==> config.mk <==
export PLATFORM = sky130hd
export DESIGN_NAME = alu_flags_and_data_addressing
export DESIGN_NICKNAME = d
export VERILOG_FILES = /design/src/design/alu_flags_pkg.sv /design/src/design/alu_flags_and_data_addressing.sv
export VERILOG_INCLUDE_DIRS = /design/src /design/src/design
export SDC_FILE = /design/constraint.sdc
export NUM_CORES = 1
export LEC_CHECK = 0
export BUFFER_PORTS_ARGS = -buffer_cell sky130_fd_sc_hd__clkbuf_2
export CAP_MARGIN = 20
export CORE_ASPECT_RATIO = 1.75
export CORE_MARGIN = 4
export CORE_UTILIZATION = 52
export CTS_CLUSTER_SIZE = 28
export DETAILED_ROUTE_END_ITERATION = 12
export PLACE_DENSITY_LB_ADDON = 0.3
export SYNTH_ARGS = -nofsm -noshare
export SYNTH_HDL_FRONTEND = slang
export SYNTH_SLANG_ARGS = --single-unit
==> constraint.sdc <==
create_clock -name core_clk_in -period 3.4 [get_ports core_clk_in]
set_input_delay 0.68 -clock core_clk_in [delete_from_list [all_inputs] [get_ports core_clk_in]]
set_output_delay 0.68 -clock core_clk_in [all_outputs]
set_load 0.02 [all_outputs]
==> src/design/alu_flags_regs.svh <==
// Offsets, field positions and reset values for the flag and addressing block
// Assumes inclusion by the package, the design module, the checker and the testbench
`ifndef ALU_FLAGS_REGS_SVH
`define ALU_FLAGS_REGS_SVH
`define REG_FLAGS        12'h000
`define REG_BANK         12'h004
`define REG_PTR0         12'h008
`define REG_PTR1         12'h00c
`define REG_PTR2         12'h010
`define REG_CONFIG       12'h014
`define REG_WORK         12'h018
`define REG_LAST_ADDR    12'h01c
`define FLAG_C_BIT       0
`define FLAG_DC_BIT      1
`define FLAG_Z_BIT       2
`define FLAG_OV_BIT      3
`define FLAG_N_BIT       4
`define FLAGS_RESET      5'h00
`define PTR_RESET        12'h000
`define BANK_RESET       4'h0
`define ACCESS_SPLIT     8'h60
`define ACCESS_HIGH_BANK 4'hf
`define FLAGS_SFR_ADDR   12'hfd8
`endif

==> src/design/alu_flags_pkg.sv <==
// Types shared by the flag and addressing block
// Assumes the constants header sits beside it
`include "alu_flags_regs.svh"
package alu_flags_pkg;
    typedef enum logic [3:0] {
        OP_NONE, OP_ADD, OP_SUB, OP_AND, OP_OR, OP_XOR, OP_MOVE,
        OP_CLEAR, OP_ROT_LEFT_C, OP_ROT_RIGHT_C, OP_COMPLEMENT
    } alu_op_t;
    typedef enum logic [2:0] {
        AM_INHERENT, AM_LITERAL, AM_DIRECT, AM_FULL, AM_INDIRECT
    } addr_mode_t;
    typedef enum logic [2:0] {
        IND_PLAIN, IND_POST_INC, IND_POST_DEC, IND_PRE_INC, IND_PLUS_W
    } ind_kind_t;
    typedef enum logic [1:0] {
        DST_BY_BIT, DST_FILE, DST_WORK
    } dst_kind_t;
    typedef struct packed {
        alu_op_t    op;
        addr_mode_t mode;
        ind_kind_t  ind;
        logic [1:0] ptr_sel;
        dst_kind_t  dst;
        logic       dst_bit;
        logic       access_bit;
        logic [7:0] file_addr;
        logic [11:0] full_addr;
        logic [19:0] prog_addr;
        logic [7:0] literal;
    } instr_t;
    typedef struct packed {
        logic       n;
        logic       ov;
        logic       z;
        logic       dc;
        logic       c;
    } flags_t;
endpackage

==> src/design/alu_flags_and_data_addressing.sv <==
// Flag generation and data operand address forming for an 8-bit core
// Assumes the sequencer presents one decoded instruction per valid cycle
// and supplies the file operand read at the previous address
// Operation
// - Flag register as destination of a flag-affecting op takes only the flag update, result dropped
// - Clear aimed at flag register only sets zero flag
// - Flag register bits seven to five always read zero
// - Sign flag bit 4 follows result bit seven, except on clear
// - Overflow flag bit 3 set on signed two's-complement overflow
// - Zero flag bit 2 set when result is zero
// - Add and subtract put carry out of bit three in bit 1
// - Add and subtract put carry out of bit seven in bit 0
// - Subtract adds two's complement; carries read as inverted borrow
// - Rotate through carry loads carry with bit shifted out
// - Branch and call carry a twenty-bit program address
// - File instructions take eight-bit address from low opcode byte
// - Access bit one joins bank value to form twelve-bit address
// - Access bit zero selects access bank, bank value ignored
// - Full twelve-bit opcode addresses ignore bank value
// - Destination bit one writes file, zero writes working register
// - Without destination bit, opcode fixes file or working register
// - Pointer pairs give indirect addresses and are software registers
// - Indirect access reaches pointed location, with step or offset
// - Indexed literal offset mode only when extended bit is set
// - Each pointer pair holds twelve bits, high nibble unused
// - Post step after access, pre-increment before access
// - Pointer steps carry across the pair and leave flags alone
//
// Chosen here: the APB slave port and the placing of the registers.
`timescale 1ns/1ns
`default_nettype none
`include "alu_flags_regs.svh"
module alu_flags_and_data_addressing
    import alu_flags_pkg::*;
#(
    parameter int ADDR_W = 12
) (
    input  wire logic              core_clk_in,
    input  wire logic              rstn_in,
    input  wire logic              instr_valid_in,
    input  wire instr_t            instr_in,
    input  wire logic [7:0]        file_data_in,
    input  wire logic              psel_in,
    input  wire logic              penable_in,
    input  wire logic              pwrite_in,
    input  wire logic [11:0]       paddr_in,
    input  wire logic [31:0]       pwdata_in,
    input  wire logic [3:0]        pstrb_in,
    output logic                   pready_out,
    output logic                   pslverr_out,
    output logic [31:0]            prdata_out,
    output logic [ADDR_W-1:0]      data_addr_out,
    output logic [7:0]             result_out,
    output logic                   file_we_out,
    output logic                   work_we_out,
    output logic [19:0]            prog_addr_out,
    output logic                   prog_load_out,
    output logic [7:0]             flags_out
);

    flags_t            flags_q;
    logic [3:0]        bank_q;
    logic [11:0]       ptr_q [3];
    logic              ext_set_q;
    logic [7:0]        work_q;
    logic [ADDR_W-1:0] addr_q;
    logic [7:0]        res_q;
    logic              file_we_q;
    logic              work_we_q;
    logic [19:0]       prog_q;
    logic              prog_ld_q;
    logic              rdy_q;
    logic              err_q;
    logic [31:0]       rdata_q;

    // Operand address forming
    function automatic logic [11:0] form_addr(input instr_t i,
                                              input logic [3:0] bank,
                                              input logic [11:0] ptr,
                                              input logic [7:0] w,
                                              input logic ext);
        logic [11:0] a;
        a = 12'h000;
        case (i.mode)
            AM_FULL: begin
                a = i.full_addr;
            end
            AM_INDIRECT: begin
                case (i.ind)
                    IND_PRE_INC: a = ptr + 12'h001;
                    IND_PLUS_W:  a = ptr + {{4{w[7]}}, w};
                    default:     a = ptr;
                endcase
            end
            AM_DIRECT: begin
                if (i.access_bit) begin
                    a = {bank, i.file_addr};
                end else if (ext && i.file_addr < `ACCESS_SPLIT) begin
                    a = ptr_q_2_sum(i.file_addr);
                end else if (i.file_addr < `ACCESS_SPLIT) begin
                    a = {4'h0, i.file_addr};
                end else begin
                    a = {`ACCESS_HIGH_BANK, i.file_addr};
                end
            end
            default: a = 12'h000;
        endcase
        return a;
    endfunction

    function automatic logic [11:0] ptr_q_2_sum(input logic [7:0] off);
        return ptr_q[2] + {4'h0, off};
    endfunction

    // Flag computation and result
    logic [7:0] res_d;
    flags_t     flags_d;
    logic       affects;
    logic [4:0] low_sum;
    logic [8:0] full_sum;
    logic [7:0] opb;
    logic [11:0] addr_d;
    always_comb begin
        addr_d   = form_addr(instr_in, bank_q, ptr_q[instr_in.ptr_sel],
                             work_q, ext_set_q);
        flags_d  = flags_q;
        affects  = 1'b0;
        res_d    = 8'h00;
        opb      = (instr_in.op == OP_SUB) ? ~instr_in.literal
                                           : instr_in.literal;
        low_sum  = {1'b0, file_data_in[3:0]} + {1'b0, opb[3:0]}
                   + {4'h0, instr_in.op == OP_SUB};
        full_sum = {1'b0, file_data_in} + {1'b0, opb}
                   + {8'h00, instr_in.op == OP_SUB};
        case (instr_in.op)
            OP_ADD, OP_SUB: begin
                res_d      = full_sum[7:0];
                affects    = 1'b1;
                flags_d.dc = low_sum[4];
                flags_d.c  = full_sum[8];
                flags_d.ov = (file_data_in[7] == opb[7])
                             && (res_d[7] != file_data_in[7]);
            end
            OP_AND:  begin res_d = file_data_in & instr_in.literal;
                           affects = 1'b1; end
            OP_OR:   begin res_d = file_data_in | instr_in.literal;
                           affects = 1'b1; end
            OP_XOR:  begin res_d = file_data_in ^ instr_in.literal;
                           affects = 1'b1; end
            OP_COMPLEMENT: begin res_d = ~file_data_in; affects = 1'b1; end
            OP_MOVE: res_d = file_data_in;
            OP_CLEAR: begin res_d = 8'h00; affects = 1'b1; end
            OP_ROT_LEFT_C: begin
                res_d     = {file_data_in[6:0], flags_q.c};
                flags_d.c = file_data_in[7];
                affects   = 1'b1;
            end
            OP_ROT_RIGHT_C: begin
                res_d     = {flags_q.c, file_data_in[7:1]};
                flags_d.c = file_data_in[0];
                affects   = 1'b1;
            end
            default: res_d = 8'h00;
        endcase
        if (affects && instr_in.op != OP_CLEAR) begin
            flags_d.n = res_d[7];
        end
        if (affects) begin
            flags_d.z = (res_d == 8'h00);
        end
    end

    logic to_file;
    always_comb begin
        case (instr_in.dst)
            DST_FILE: to_file = 1'b1;
            DST_WORK: to_file = 1'b0;
            default:  to_file = instr_in.dst_bit;
        endcase
    end

    logic hits_flags;
    assign hits_flags = to_file && (addr_d == `FLAGS_SFR_ADDR)
                        && (instr_in.mode != AM_LITERAL);

    // Datapath outputs
    always_ff @(posedge core_clk_in or negedge rstn_in) begin
        if (!rstn_in) begin
            addr_q    <= '0;
            res_q     <= 8'h00;
            file_we_q <= 1'b0;
            work_we_q <= 1'b0;
            prog_q    <= 20'h00000;
            prog_ld_q <= 1'b0;
        end else begin
            addr_q    <= ADDR_W'(addr_d);
            res_q     <= res_d;
            file_we_q <= instr_valid_in && to_file && instr_in.op != OP_NONE
                         && !(hits_flags && affects);
            work_we_q <= instr_valid_in && !to_file
                         && instr_in.op != OP_NONE;
            prog_q    <= instr_in.prog_addr;
            prog_ld_q <= instr_valid_in && instr_in.mode == AM_LITERAL
                         && instr_in.op == OP_NONE;
        end
    end

    // Flags, working register and pointers
    logic        apb_wr;
    assign apb_wr = psel_in && penable_in && pwrite_in && pstrb_in[0];

    always_ff @(posedge core_clk_in or negedge rstn_in) begin
        if (!rstn_in) begin
            flags_q <= `FLAGS_RESET;
        end else if (instr_valid_in && affects) begin
            flags_q <= flags_d;
        end else if (apb_wr && paddr_in == `REG_FLAGS) begin
            flags_q <= pwdata_in[4:0];
        end
    end

    always_ff @(posedge core_clk_in or negedge rstn_in) begin
        if (!rstn_in) begin
            work_q <= 8'h00;
        end else if (work_we_q) begin
            work_q <= res_q;
        end else if (apb_wr && paddr_in == `REG_WORK) begin
            work_q <= pwdata_in[7:0];
        end
    end

    always_ff @(posedge core_clk_in or negedge rstn_in) begin
        if (!rstn_in) begin
            ptr_q[0] <= `PTR_RESET;
            ptr_q[1] <= `PTR_RESET;
            ptr_q[2] <= `PTR_RESET;
        end else if (instr_valid_in && instr_in.mode == AM_INDIRECT) begin
            case (instr_in.ind)
                IND_POST_INC, IND_PRE_INC: ptr_q[instr_in.ptr_sel] <=
                    ptr_q[instr_in.ptr_sel] + 12'h001;
                IND_POST_DEC: ptr_q[instr_in.ptr_sel] <=
                    ptr_q[instr_in.ptr_sel] - 12'h001;
                default: ;
            endcase
        end else if (apb_wr && paddr_in == `REG_PTR0) begin
            ptr_q[0] <= pwdata_in[11:0];
        end else if (apb_wr && paddr_in == `REG_PTR1) begin
            ptr_q[1] <= pwdata_in[11:0];
        end else if (apb_wr && paddr_in == `REG_PTR2) begin
            ptr_q[2] <= pwdata_in[11:0];
        end
    end

    always_ff @(posedge core_clk_in or negedge rstn_in) begin
        if (!rstn_in) begin
            bank_q    <= `BANK_RESET;
            ext_set_q <= 1'b0;
        end else if (apb_wr && paddr_in == `REG_BANK) begin
            bank_q <= pwdata_in[3:0];
        end else if (apb_wr && paddr_in == `REG_CONFIG) begin
            ext_set_q <= pwdata_in[0];
        end
    end

    // APB slave, answers in the first access cycle
    logic [31:0] rd_d;
    logic        err_d;
    always_comb begin
        err_d = 1'b0;
        if (paddr_in == `REG_FLAGS) begin
            rd_d = {27'h0, flags_q};
        end else if (paddr_in == `REG_BANK) begin
            rd_d = {28'h0, bank_q};
        end else if (paddr_in == `REG_PTR0) begin
            rd_d = {20'h0, ptr_q[0]};
        end else if (paddr_in == `REG_PTR1) begin
            rd_d = {20'h0, ptr_q[1]};
        end else if (paddr_in == `REG_PTR2) begin
            rd_d = {20'h0, ptr_q[2]};
        end else if (paddr_in == `REG_CONFIG) begin
            rd_d = {31'h0, ext_set_q};
        end else if (paddr_in == `REG_WORK) begin
            rd_d = {24'h0, work_q};
        end else if (paddr_in == `REG_LAST_ADDR) begin
            rd_d = {20'h0, 12'(addr_q)};
        end else begin
            rd_d  = 32'h0;
            err_d = 1'b1;
        end
    end

    always_ff @(posedge core_clk_in or negedge rstn_in) begin
        if (!rstn_in) begin
            rdy_q   <= 1'b0;
            err_q   <= 1'b0;
            rdata_q <= 32'h0;
        end else begin
            rdy_q   <= psel_in && !penable_in;
            err_q   <= psel_in && !penable_in && err_d;
            rdata_q <= (psel_in && !penable_in && !pwrite_in) ? rd_d : 32'h0;
        end
    end

    assign pready_out    = rdy_q;
    assign pslverr_out   = err_q;
    assign prdata_out    = rdata_q;
    assign data_addr_out = addr_q;
    assign result_out    = res_q;
    assign file_we_out   = file_we_q;
    assign work_we_out   = work_we_q;
    assign prog_addr_out = prog_q;
    assign prog_load_out = prog_ld_q;
    assign flags_out     = {3'h0, flags_q};

endmodule
`default_nettype wire

==> results.md, run 1 <==
* Sw frac at a little under two fifths
* Placer congestion estimate at 1.06
* Setup CP Type: in -> reg
* WP data required at about 3.7 ns
* Total power draw at 4.07 mW
* Max cap viols at 0
* Layout cell share with drive strength beyond 1 at between 20% and 30%
* I/O Pins at around 210
* DR iter-0 viols at just over 600
* First drt pass iteration count at 6
* Final hold vios at 0
* Worst VDD drop at about 240 uV
* Die Area at ~18,000 sq um
* Prevailing post-synth register cell: dfrtp_1
* Pre-CTS setup slack at -0.431 ns
* # port buffers at 164
* Synth Warn # at 0
* CTS tree: built
* Total Routing Usage GR at 34.0%
* Grt total ovfl at 0
* Status: finished, final reports clean
* Power density cells at 387 nW/um^2
* Sw Pwr at about 1.5 mW
* Number of distinct library cells after synthesis at between 80 and 90
* Asr flop ratio synth at 100%
* # rows at 60
* Most common cell after layout, fill and taps aside: clkbuf_2
* Part of the power in registers at 38.8%
* RSZ-0062 raised after global routing: no
* Avg WL per Cell at about 23 um
* Mean post-synth cell area at 8.71 sq um
* Int Power at 2.56 mW
* Clock-pin slew of the registers on the worst-case setup and hold paths at around 0.09 ns
* Combinational Power Share at 34.0%
* DRT antenna net count at 0
* Setup crit end kind: flop
* Highest-count cells in the layout ignoring fill and taps: clkbuf_2 (162), buf_4 (138), dfrtp_1 (111)
* CTS max path bufs at 2
* Tmin final at between 3 and 4 ns
* Setup Total Neg Slack at 0 ns
* Global-route wire length before repair at about 47,000 um
* Via Count at between 8,000 and 9,000
* Htree depth at 3
* Chip height at approximately 180 um
* Worst Hold Class: in -> async
* Synth top area cells: dfrtp_1 (33%), ha_1 (6.8%), a21oi_1 (5.5%), nand2_1 (4.2%), mux2i_1 (4.1%)
* Clock power frac at around 27%
* Fin nets at between 1,000 and 1,500
* Initial antenna violation count at 1
* Leakage at slightly above 5 nW
* Area leader, netlist: dfrtp_1
* Synth Instances at ~950
* Max-slew headroom at a little over a third
* Fmax at a little over 300 MHz
* Area Overhead vs Synth at 26.7%
* FF+latch count, synth at 111
* Residual DRC at 0
* Post-detail-place hpwl at roughly 26,000 um
* R2R setup slack at 0.28 ns
* Via-to-Cell Ratio at just over 6
* Final Skew at 0.00965 ns
* Arrival time worst endpoint at approximately 3.6 ns
* Root buffer cell: clkbuf_16
* Vias in the first global route at 8,738
* Worst-margin pin slew at 0.958 ns
* Final setup margin at about 0.16 ns
* Final Max Slew Viols at 0
* Largest net degree at the start of global routing at 69
* Critical Path Fanout Max at 3
* CTS buffer count at 9
* Initial Util at a little over half
* # diodes at 0
* Post-synth EDFFs at 0
* Hold buffers post-CTS at 0
* Clock Sink Count at between 100 and 150
* Worst setup SP type: primary input
* Post-Route WL at ~32,000 um
* Tcrit/Tclk final at about 95%
* Setup-failing EPs final at 0
* DIE WIDTH at slightly above 100 um
* Synth top area share at roughly a third
* Worst-Skew Late Latency at 0.36 ns
* Hold slack at 0.309 ns
* Postcts setup bufs at 0
* Post-synthesis cell area at between 8000 and 9000 sq um
* Sequential area share after synthesis at 33.5%
* Core area at between 15,000 and 20,000 sq um
per-stage QoR:
| step | cells | utilization, % | area [sq um] |
|---|---|---|---|
| global route | 1407 | 67.7 | 10500 |
| finish | 1407 | 67.7 | 10500 |
| global placement | 1391 | 65.4 | 10200 |
| floorplan | 975 | - | 8440 |
| detailed placement | 1391 | 65.4 | 10200 |
| CTS | 1407 | 67.5 | 10500 |
layer usage:
| metal | vias to the layer above | GRT usage (%) | wire [um] |
|---|---|---|---|
| met5 | - | 0 | 0 |
| met4 | 0 | 25.3 | 2720 |
| met3 | 152 | 6.17 | 2200 |
| met2 | 500 | 64.0 | 16600 |
| met1 | 4125 | 32.6 | 10200 |
| li1 | 3991 | - | - |
final cells by class:
type	count	area [sq um]
repair buffers	302	1890
clock buffers	9	225
inverters	35	131
well taps	186	233
fillers	1345	5020
clock inverters	7	86.3
flip-flops and latches	111	2780
multi-input cells	757	5180
worst max-delay path: stages:
cell	delay (ns)
clkbuf_2	0.10
nor4b_4	0.34
mux2_4	0.21
inv_1	0.05
fa_2	0.37
nor2b_1	0.15
o21ai_2	0.08
a21boi_2	0.15
o32ai_1	0.12
a311o_1	0.31
or4_4	0.56
nor4_4	0.23
a31o_2	0.18
Yosys cell counts (5+ instances only):
cell,instances
buf_1,6
nor2b_1,10
o31ai_1,5
nor2_1,55
o211ai_1,6
xnor2_1,26
o22ai_1,11
a211oi_1,12
or4_1,6
buf_4,25
nand4_1,10
nand2b_1,13
mux2_2,11
o21a_1,10
nand2_1,92
a31oi_1,7
a32oi_1,5
o21ai_1,7
xor2_1,18
o221ai_1,10
and3_1,13
nand3_1,14
a221oi_1,5
a22oi_1,32
dfrtp_1,111
clkbuf_1,36
nor3_1,21
and2_1,19
ha_1,45
a21o_1,9
o21ai_0,60
a21oi_1,91
mux2i_1,34
inv_1,32
power by group through the flow:
stage	clock network [mW]	registers, mW	logic, mW
after floorplan	0	1.60	0.761
after global placement	0	1.60	1.33
after detailed placement	0	1.60	1.35
after CTS	1.12	1.58	1.36
after global routing	1.18	1.59	1.50
final	1.11	1.58	1.38
flip-flops by register name, indices dropped and copies added, names as in the netlist:
register,flops
ext_set_q,1
bank_q,4
pslverr_out,1
result_out,8
prog_load_out,1
prdata_out,12
ptr_q,36
work_q,8
work_we_out,1
flags_out,5
data_addr_out,12
prog_addr_out,20
file_we_out,1
pready_out,1
final timing paths:
kind | cells past startpoint | to | start
setup / recovery | 13 | flags_out[2] | instr_in[62]
hold / removal | 1 | prog_addr_out[10] | rstn_in
min in group core_clk_in | 1 | prog_addr_out[7] | instr_in[15]
max in group asynchronous | 2 | ptr_q[18] | rstn_in
setup reg to reg | 13 | file_we_out | ptr_q[6]
hold reg to reg | 2 | work_q[7] | result_out[7]
cells by family after synthesis:
logic type,after synthesis,synth area share (%)
AO/OA/AOI/OAI,315,25.3
XOR/XNOR,44,4.64
adder cells (fa/ha/maj),48,7.50
buffers and inverters,107,6.31
flip-flops,111,33.5
multiplexers,45,5.59
other,1,0.0452
AND/OR/NAND/NOR,282,17.1
timing repair:
item / CTS / global route
resized for setup: 1 / 10
endpoints found under the setup margin: 1 / 3
pin swaps: 0 / 1
Power figures use the tool's default switching activity.
==> run 2: changes to the inputs <==
--- a/config.mk
+++ b/config.mk
@@ -9,7 +9,6 @@
 export BUFFER_PORTS_ARGS = -buffer_cell sky130_fd_sc_hd__clkbuf_2
 export CAP_MARGIN = 20
 export CORE_ASPECT_RATIO = 1.75
-export CORE_MARGIN = 4
 export CORE_UTILIZATION = 52
 export CTS_CLUSTER_SIZE = 28
 export DETAILED_ROUTE_END_ITERATION = 12
==> results.md, run 2 (synthesized netlist as in run 1, its figures left out) <==
* Status: finished, final reports clean
* Global-route wire length before repair at 46,900 um
* Critical Path Fanout Max at 3
* Initial antenna violation count at 1
* CTS buffer count at 9
* DIE WIDTH at ~100 um
* Leakage at approximately 5.2 nW
* CTS max path bufs at 2
* Final Util at between 60 and 70%
* Post-Route WL at approximately 31,000 um
* Total Routing Usage GR at 37.5%
* Chip height at 169 um
* # fillers at 1,326
* # diodes at 0
* Htree depth at 3
* Setup crit end kind: flop
* Final setup margin at approximately 0.055 ns
* Max cap viols at 0
* Post-detail-place hpwl at approximately 25,000 um
* Power density cells at roughly 390 nW/um^2
* Setup CP Type: in -> reg
* Residual DRC at 0
* Worst VDD drop at between 200 and 300 uV
* Clock-pin slew of the registers on the worst-case setup and hold paths at ~0.09 ns
* Placer congestion estimate at 1.04
* Final Skew at ~0.012 ns
* Fin nets at 1,386
* Setup-failing EPs final at 0
* Tcrit/Tclk final at 98.4%
* Tmin final at between 3 and 4 ns
* Via Count at slightly below 9,000
* Hold buffers post-CTS at 0
* Worst-Skew Late Latency at between 0.3 and 0.4 ns
* Root buffer cell: clkbuf_16
* Fmax at 299 MHz
* Max-slew headroom at a little over a third
* Register area at about 2800 sq um
* Die Area at 16,500 sq um
* Initial Util at between 50% and 60%
* Arrival time worst endpoint at between 3 and 4 ns
* Pre-CTS setup slack at -0.648 ns
* Setup Total Neg Slack at 0 ns
* Worst Hold Class: in -> async
* # port buffers at around 160
* Final hold vios at 0
* Largest net degree at the start of global routing at 71
* Avg WL per Cell at between 20 and 25 um
* CTS tree: built
* WP data required at roughly 3.7 ns
* Largest Register: ptr_q
* # rows at 60
* Highest-count cells in the layout ignoring fill and taps: clkbuf_2 (163), buf_4 (132), dfrtp_1 (111)
* Core area at roughly 15,000 sq um
* Worst-margin pin slew at ~0.96 ns
* Reg2reg start: ptr_q[0]
* DR iter-0 viols at approximately 600
* Vias in the first global route at 8,527
* Crit Reg-Reg Endpoint: file_we_out
* R2R depth at 12
* Multi-input gate area at between 5000 and 6000 sq um
* Grt total ovfl at 0
* I/O Pins at roughly 210
* DRT antenna net count at 0
* Via-to-Cell Ratio at just over 6
* Clock Sink Count at 111
* First drt pass iteration count at 6
* R2R setup slack at around 0.27 ns
* Area Overhead vs Synth at 27.2%
* Worst setup SP type: primary input
* Layout cell share with drive strength beyond 1 at around 30%
* Final Max Slew Viols at 0
* Max reg flops at 36
* Most common cell after layout, fill and taps aside: clkbuf_2
run 2: cell count changes in the layout (fill, tap and decap cells not counted), moves of 2 or more:
| cell | change |
|---|---|
| inv_8 | +2 |
| nor2_2 | +2 |
| nor2_1 | -2 |
| mux2i_1 | -2 |
| mux2i_2 | +2 |
| buf_4 | -6 |
run 2: stage by stage:
stage / hold slack (ns) / total power, mW / area [sq um] / std cells
2_1_floorplan: 0.384 / 2.36 / 8440 / 975
3_3_place_gp: 0.491 / 2.92 / 10100 / 1384
3_5_place_dp: 0.491 / 2.94 / 10100 / 1384
4_1_cts: 0.414 / 4.10 / 10500 / 1401
5_1_grt: 0.407 / 4.32 / 10600 / 1403
6_report: 0.416 / 4.14 / 10600 / 1403
run 2: final cells by class:
type | instances | share of cell area [%]
clock buffers | 9 | 2.13
clock inverters | 7 | 0.924
inverters | 35 | 1.24
multi-input cells | 757 | 49.5
flip-flops and latches | 111 | 26.3
well taps | 186 | 2.20
repair buffers | 298 | 17.7
run 2: how the worst max path moves through the flow:
stage | from | end | slack [ns] | depth (start not counted)
floorplan | instr_in[53] | file_we_out | 0.0009 | 16
global placement | instr_in[60] | flags_out[2] | -0.58 | 15
detailed placement | instr_in[60] | flags_out[2] | -0.65 | 15
CTS | instr_in[63] | flags_out[2] | 0.01 | 15
global route | instr_in[63] | flags_out[2] | -0.004 | 15
finish | instr_in[63] | flags_out[2] | 0.06 | 15
run 2: repair_timing:
item	in CTS	in global routing
pin swaps	12	7
setup endpoints to repair	1	2
hold endpoints to repair	0	0
setup buffers	2	2
gates resized for setup	10	10
run 2: per-layer routing:
metal / part of all wire, % / vias to the layer above / track usage (%)
li1: - / 3980 / -
met1: 32 / 4082 / 37.1
met2: 51 / 489 / 67.0
met3: 6.4 / 155 / 6.34
met4: 10 / 2 / 32.4
met5: 0.035 / - / 0
run 2: report_power, final:
part           leakage, nW  total [mW]  internal [mW]  switching [mW]
Combinational         3.59        1.39          0.593           0.801
Sequential            1.44        1.58           1.44           0.141
Clock                0.158        1.17          0.598           0.571
run 2: worst max-delay path: stages:
cell and delay, ns:
clkbuf_2 0.09, nor4b_2 0.28, buf_4 0.17, buf_4 0.10, mux2_4 0.14, inv_1 0.05, fa_2 0.38, nor2b_4 0.14
o21ai_4 0.08, a21boi_2 0.18, o32ai_2 0.10, a311o_1 0.36, or4_4 0.58, nor4_4 0.15, a31o_2 0.18
==> run 3: changes to the inputs <==
==> constraint.sdc (replaced) <==
create_clock -name core_clk_in -period 3.4 [get_ports core_clk_in]
set_input_delay 1.02 -clock core_clk_in [delete_from_list [all_inputs] [get_ports core_clk_in]]
set_output_delay 1.02 -clock core_clk_in [all_outputs]
set_load 0.02 [all_outputs]
==> results.md, run 3 (synthesized netlist as in run 1, its figures left out) <==
* Global-route wire length before repair at 46,100 um
* Critical Path Fanout Max at 2
* DIE WIDTH at around 98 um
* Setup crit end kind: flop
* CTS tree: built
* Core area at between 15,000 and 20,000 sq um
* Tmin final at 3.78 ns
* Crit-path cells: buf_6 > nor4b_4 > buf_4 > xnor2_2 > inv_1 > fa_2 > nor2b_2 > o21ai_2 > a21boi_2 > o32ai_2 > a311o_1 > or4_4 > nor4_4 > a31o_2
* Grt total ovfl at 0
* Tcrit/Tclk final at 111%
* Clock power frac at a little over a quarter
* # rows at 60
* Multi-input gate area at approximately 5400 sq um
* CTS max path bufs at 2
* Status: finished, violations left
* Final Util at between 70% and 80%
* Worst VDD drop at about 280 uV
* Power density cells at roughly 380 nW/um^2
* Largest net degree at the start of global routing at 112
* R2R depth at 14
* Int Power at approximately 2.7 mW
* Htree depth at 3
* Final hold vios at 0
* Total Routing Usage GR at a little over a third
* Clock-pin slew of the registers on the worst-case setup and hold paths at 0.09 ns
* Sw Pwr at approximately 1.6 mW
* Root buffer cell: clkbuf_16
* # fillers at between 1,000 and 1,500
* DRT antenna net count at 0
* Reg2reg start: ptr_q[0]
* Failing checks: negative setup slack
* WP buf/inv at 3
* First drt pass iteration count at 5
* Critical-path top delay cell: or4_4
* Worst Min Path Start: result_out[6]
* Final setup margin at -0.383 ns
* Largest Register: ptr_q
* Setup CP Type: in -> reg
* Leakage at between 5 and 6 nW
* Residual DRC at 0
* Final Skew at 0.0123 ns
* CP max stage delay at approximately 0.57 ns
* Post-Route WL at a little over 30,000 um
* Fin area at roughly 11,000 sq um
* Worst Hold Class: reg -> reg
* Setup-failing EPs final at 2
* Via Count at 9,106
* Fin nets at between 1,000 and 1,500
* CTS buffer count at 9
* RSZ-0062 raised after global routing: yes
* Initial Util at 53.7%
* Crit Reg-Reg Endpoint: file_we_out
* # diodes at 0
* Register area at approximately 2800 sq um
* Final Max Slew Viols at 0
* Hold Path Stages at 2
* Initial antenna violation count at 0
* Die Area at 16,500 sq um
* Via-to-Cell Ratio at 6.28
* Max cap viols at 0
* Hold slack at between 0.5 and 0.6 ns
* Worst setup SP type: primary input
* Part of the power in registers at approximately 38%
* Layout cell share with drive strength beyond 1 at 34.9%
* Most common cell after layout, fill and taps aside: buf_4
* WP data required at 3.71 ns
* Max reg flops at 36
* Combinational Power Share at between 30 and 40%
* Area Overhead vs Synth at 34.5%
* # port buffers at about 160
* Fmax at between 200 and 300 MHz
* I/O Pins at 211
* Critical path's top delay family: simple AND/OR/NAND/NOR gates
* Hold buffers post-CTS at 0
* Vias in the first global route at 8,912
* Sw frac at 37.2%
* Worst-Skew Late Latency at around 0.36 ns
* Clock Sink Count at about 110
* Arrival time worst endpoint at a little over 4 ns
* Worst-margin pin slew at between 0.9 and 1 ns
* DR iter-0 viols at 641
* Max-slew headroom at between 30% and 40%
* Chip height at 169 um
* Highest-count cells in the layout ignoring fill and taps: buf_4 (176), clkbuf_2 (160), dfrtp_1 (111)
* Hold path endpoint: work_q[6]
* Placed cell areas at about 10,000 sq um
* Post-detail-place hpwl at about 24,000 um
* Setup Total Neg Slack at -0.498 ns
* Placer congestion estimate at about 1.1
* R2R setup slack at roughly 0.28 ns
* Avg WL per Cell at about 21 um
run 3: cell count changes in the layout (fill, tap and decap cells not counted), moves of 4 or more:
cell | before | now
buf_4 | 132 | 176
buf_6 | 0 | 5
ha_4 | 0 | 5
ha_1 | 44 | 40
run 3: worst max-delay path by stage:
stage            startpoint  cells past startpoint            to
4_1_cts        instr_in[62]                     14  flags_out[2]
3_5_place_dp   instr_in[60]                     15  flags_out[2]
2_1_floorplan  instr_in[60]                     13  flags_out[2]
3_3_place_gp   instr_in[60]                     14  flags_out[2]
6_report       instr_in[60]                     14  flags_out[2]
5_1_grt        instr_in[60]                     14  flags_out[2]
run 3: worst min-delay path: stages (launching register included):
cell and delay, ns:
dfrtp_1 0.36, nand2_1 0.06, o21ai_0 0.06
run 3: layout make-up:
| cell class | instances | share of cell area (%) |
|---|---|---|
| clock buffers | 9 | 2.02 |
| clock inverters | 7 | 0.773 |
| inverters | 35 | 1.18 |
| multi-input cells | 757 | 48.7 |
| flip-flops and latches | 111 | 24.9 |
| well taps | 186 | 2.08 |
| repair buffers | 346 | 20.4 |
run 3: per-stage QoR:
step	std cells	total power, mW	worst slack (ns)
after floorplan	975	2.37	-0.314
after global placement	1421	2.96	-0.718
after detailed placement	1421	2.99	-0.821
after CTS	1441	4.11	-0.245
after global routing	1451	4.40	-0.449
final	1451	4.23	-0.383
run 3: what timing repair did:
action	in CTS	in global routing
setup buffers	5	12
gates cloned	0	0
endpoints found under the setup margin	17	17
resized for setup	20	39
pin swaps	14	32
run 3: metal layers:
metal,GRT usage [%],routed length [um]
met4,32.0,2980
met5,0,0
met3,6.43,2190
met1,35.7,10200
met2,64.6,15700
run 3: power groups by stage:
stage                     Sequential [mW]  Combinational, mW  Clock [mW]
after detailed placement             1.60               1.39           0
after global placement               1.60               1.36           0
after CTS                            1.58               1.43        1.10
final                                1.59               1.54        1.10
after floorplan                      1.60              0.771           0
after global routing                 1.60               1.65        1.15
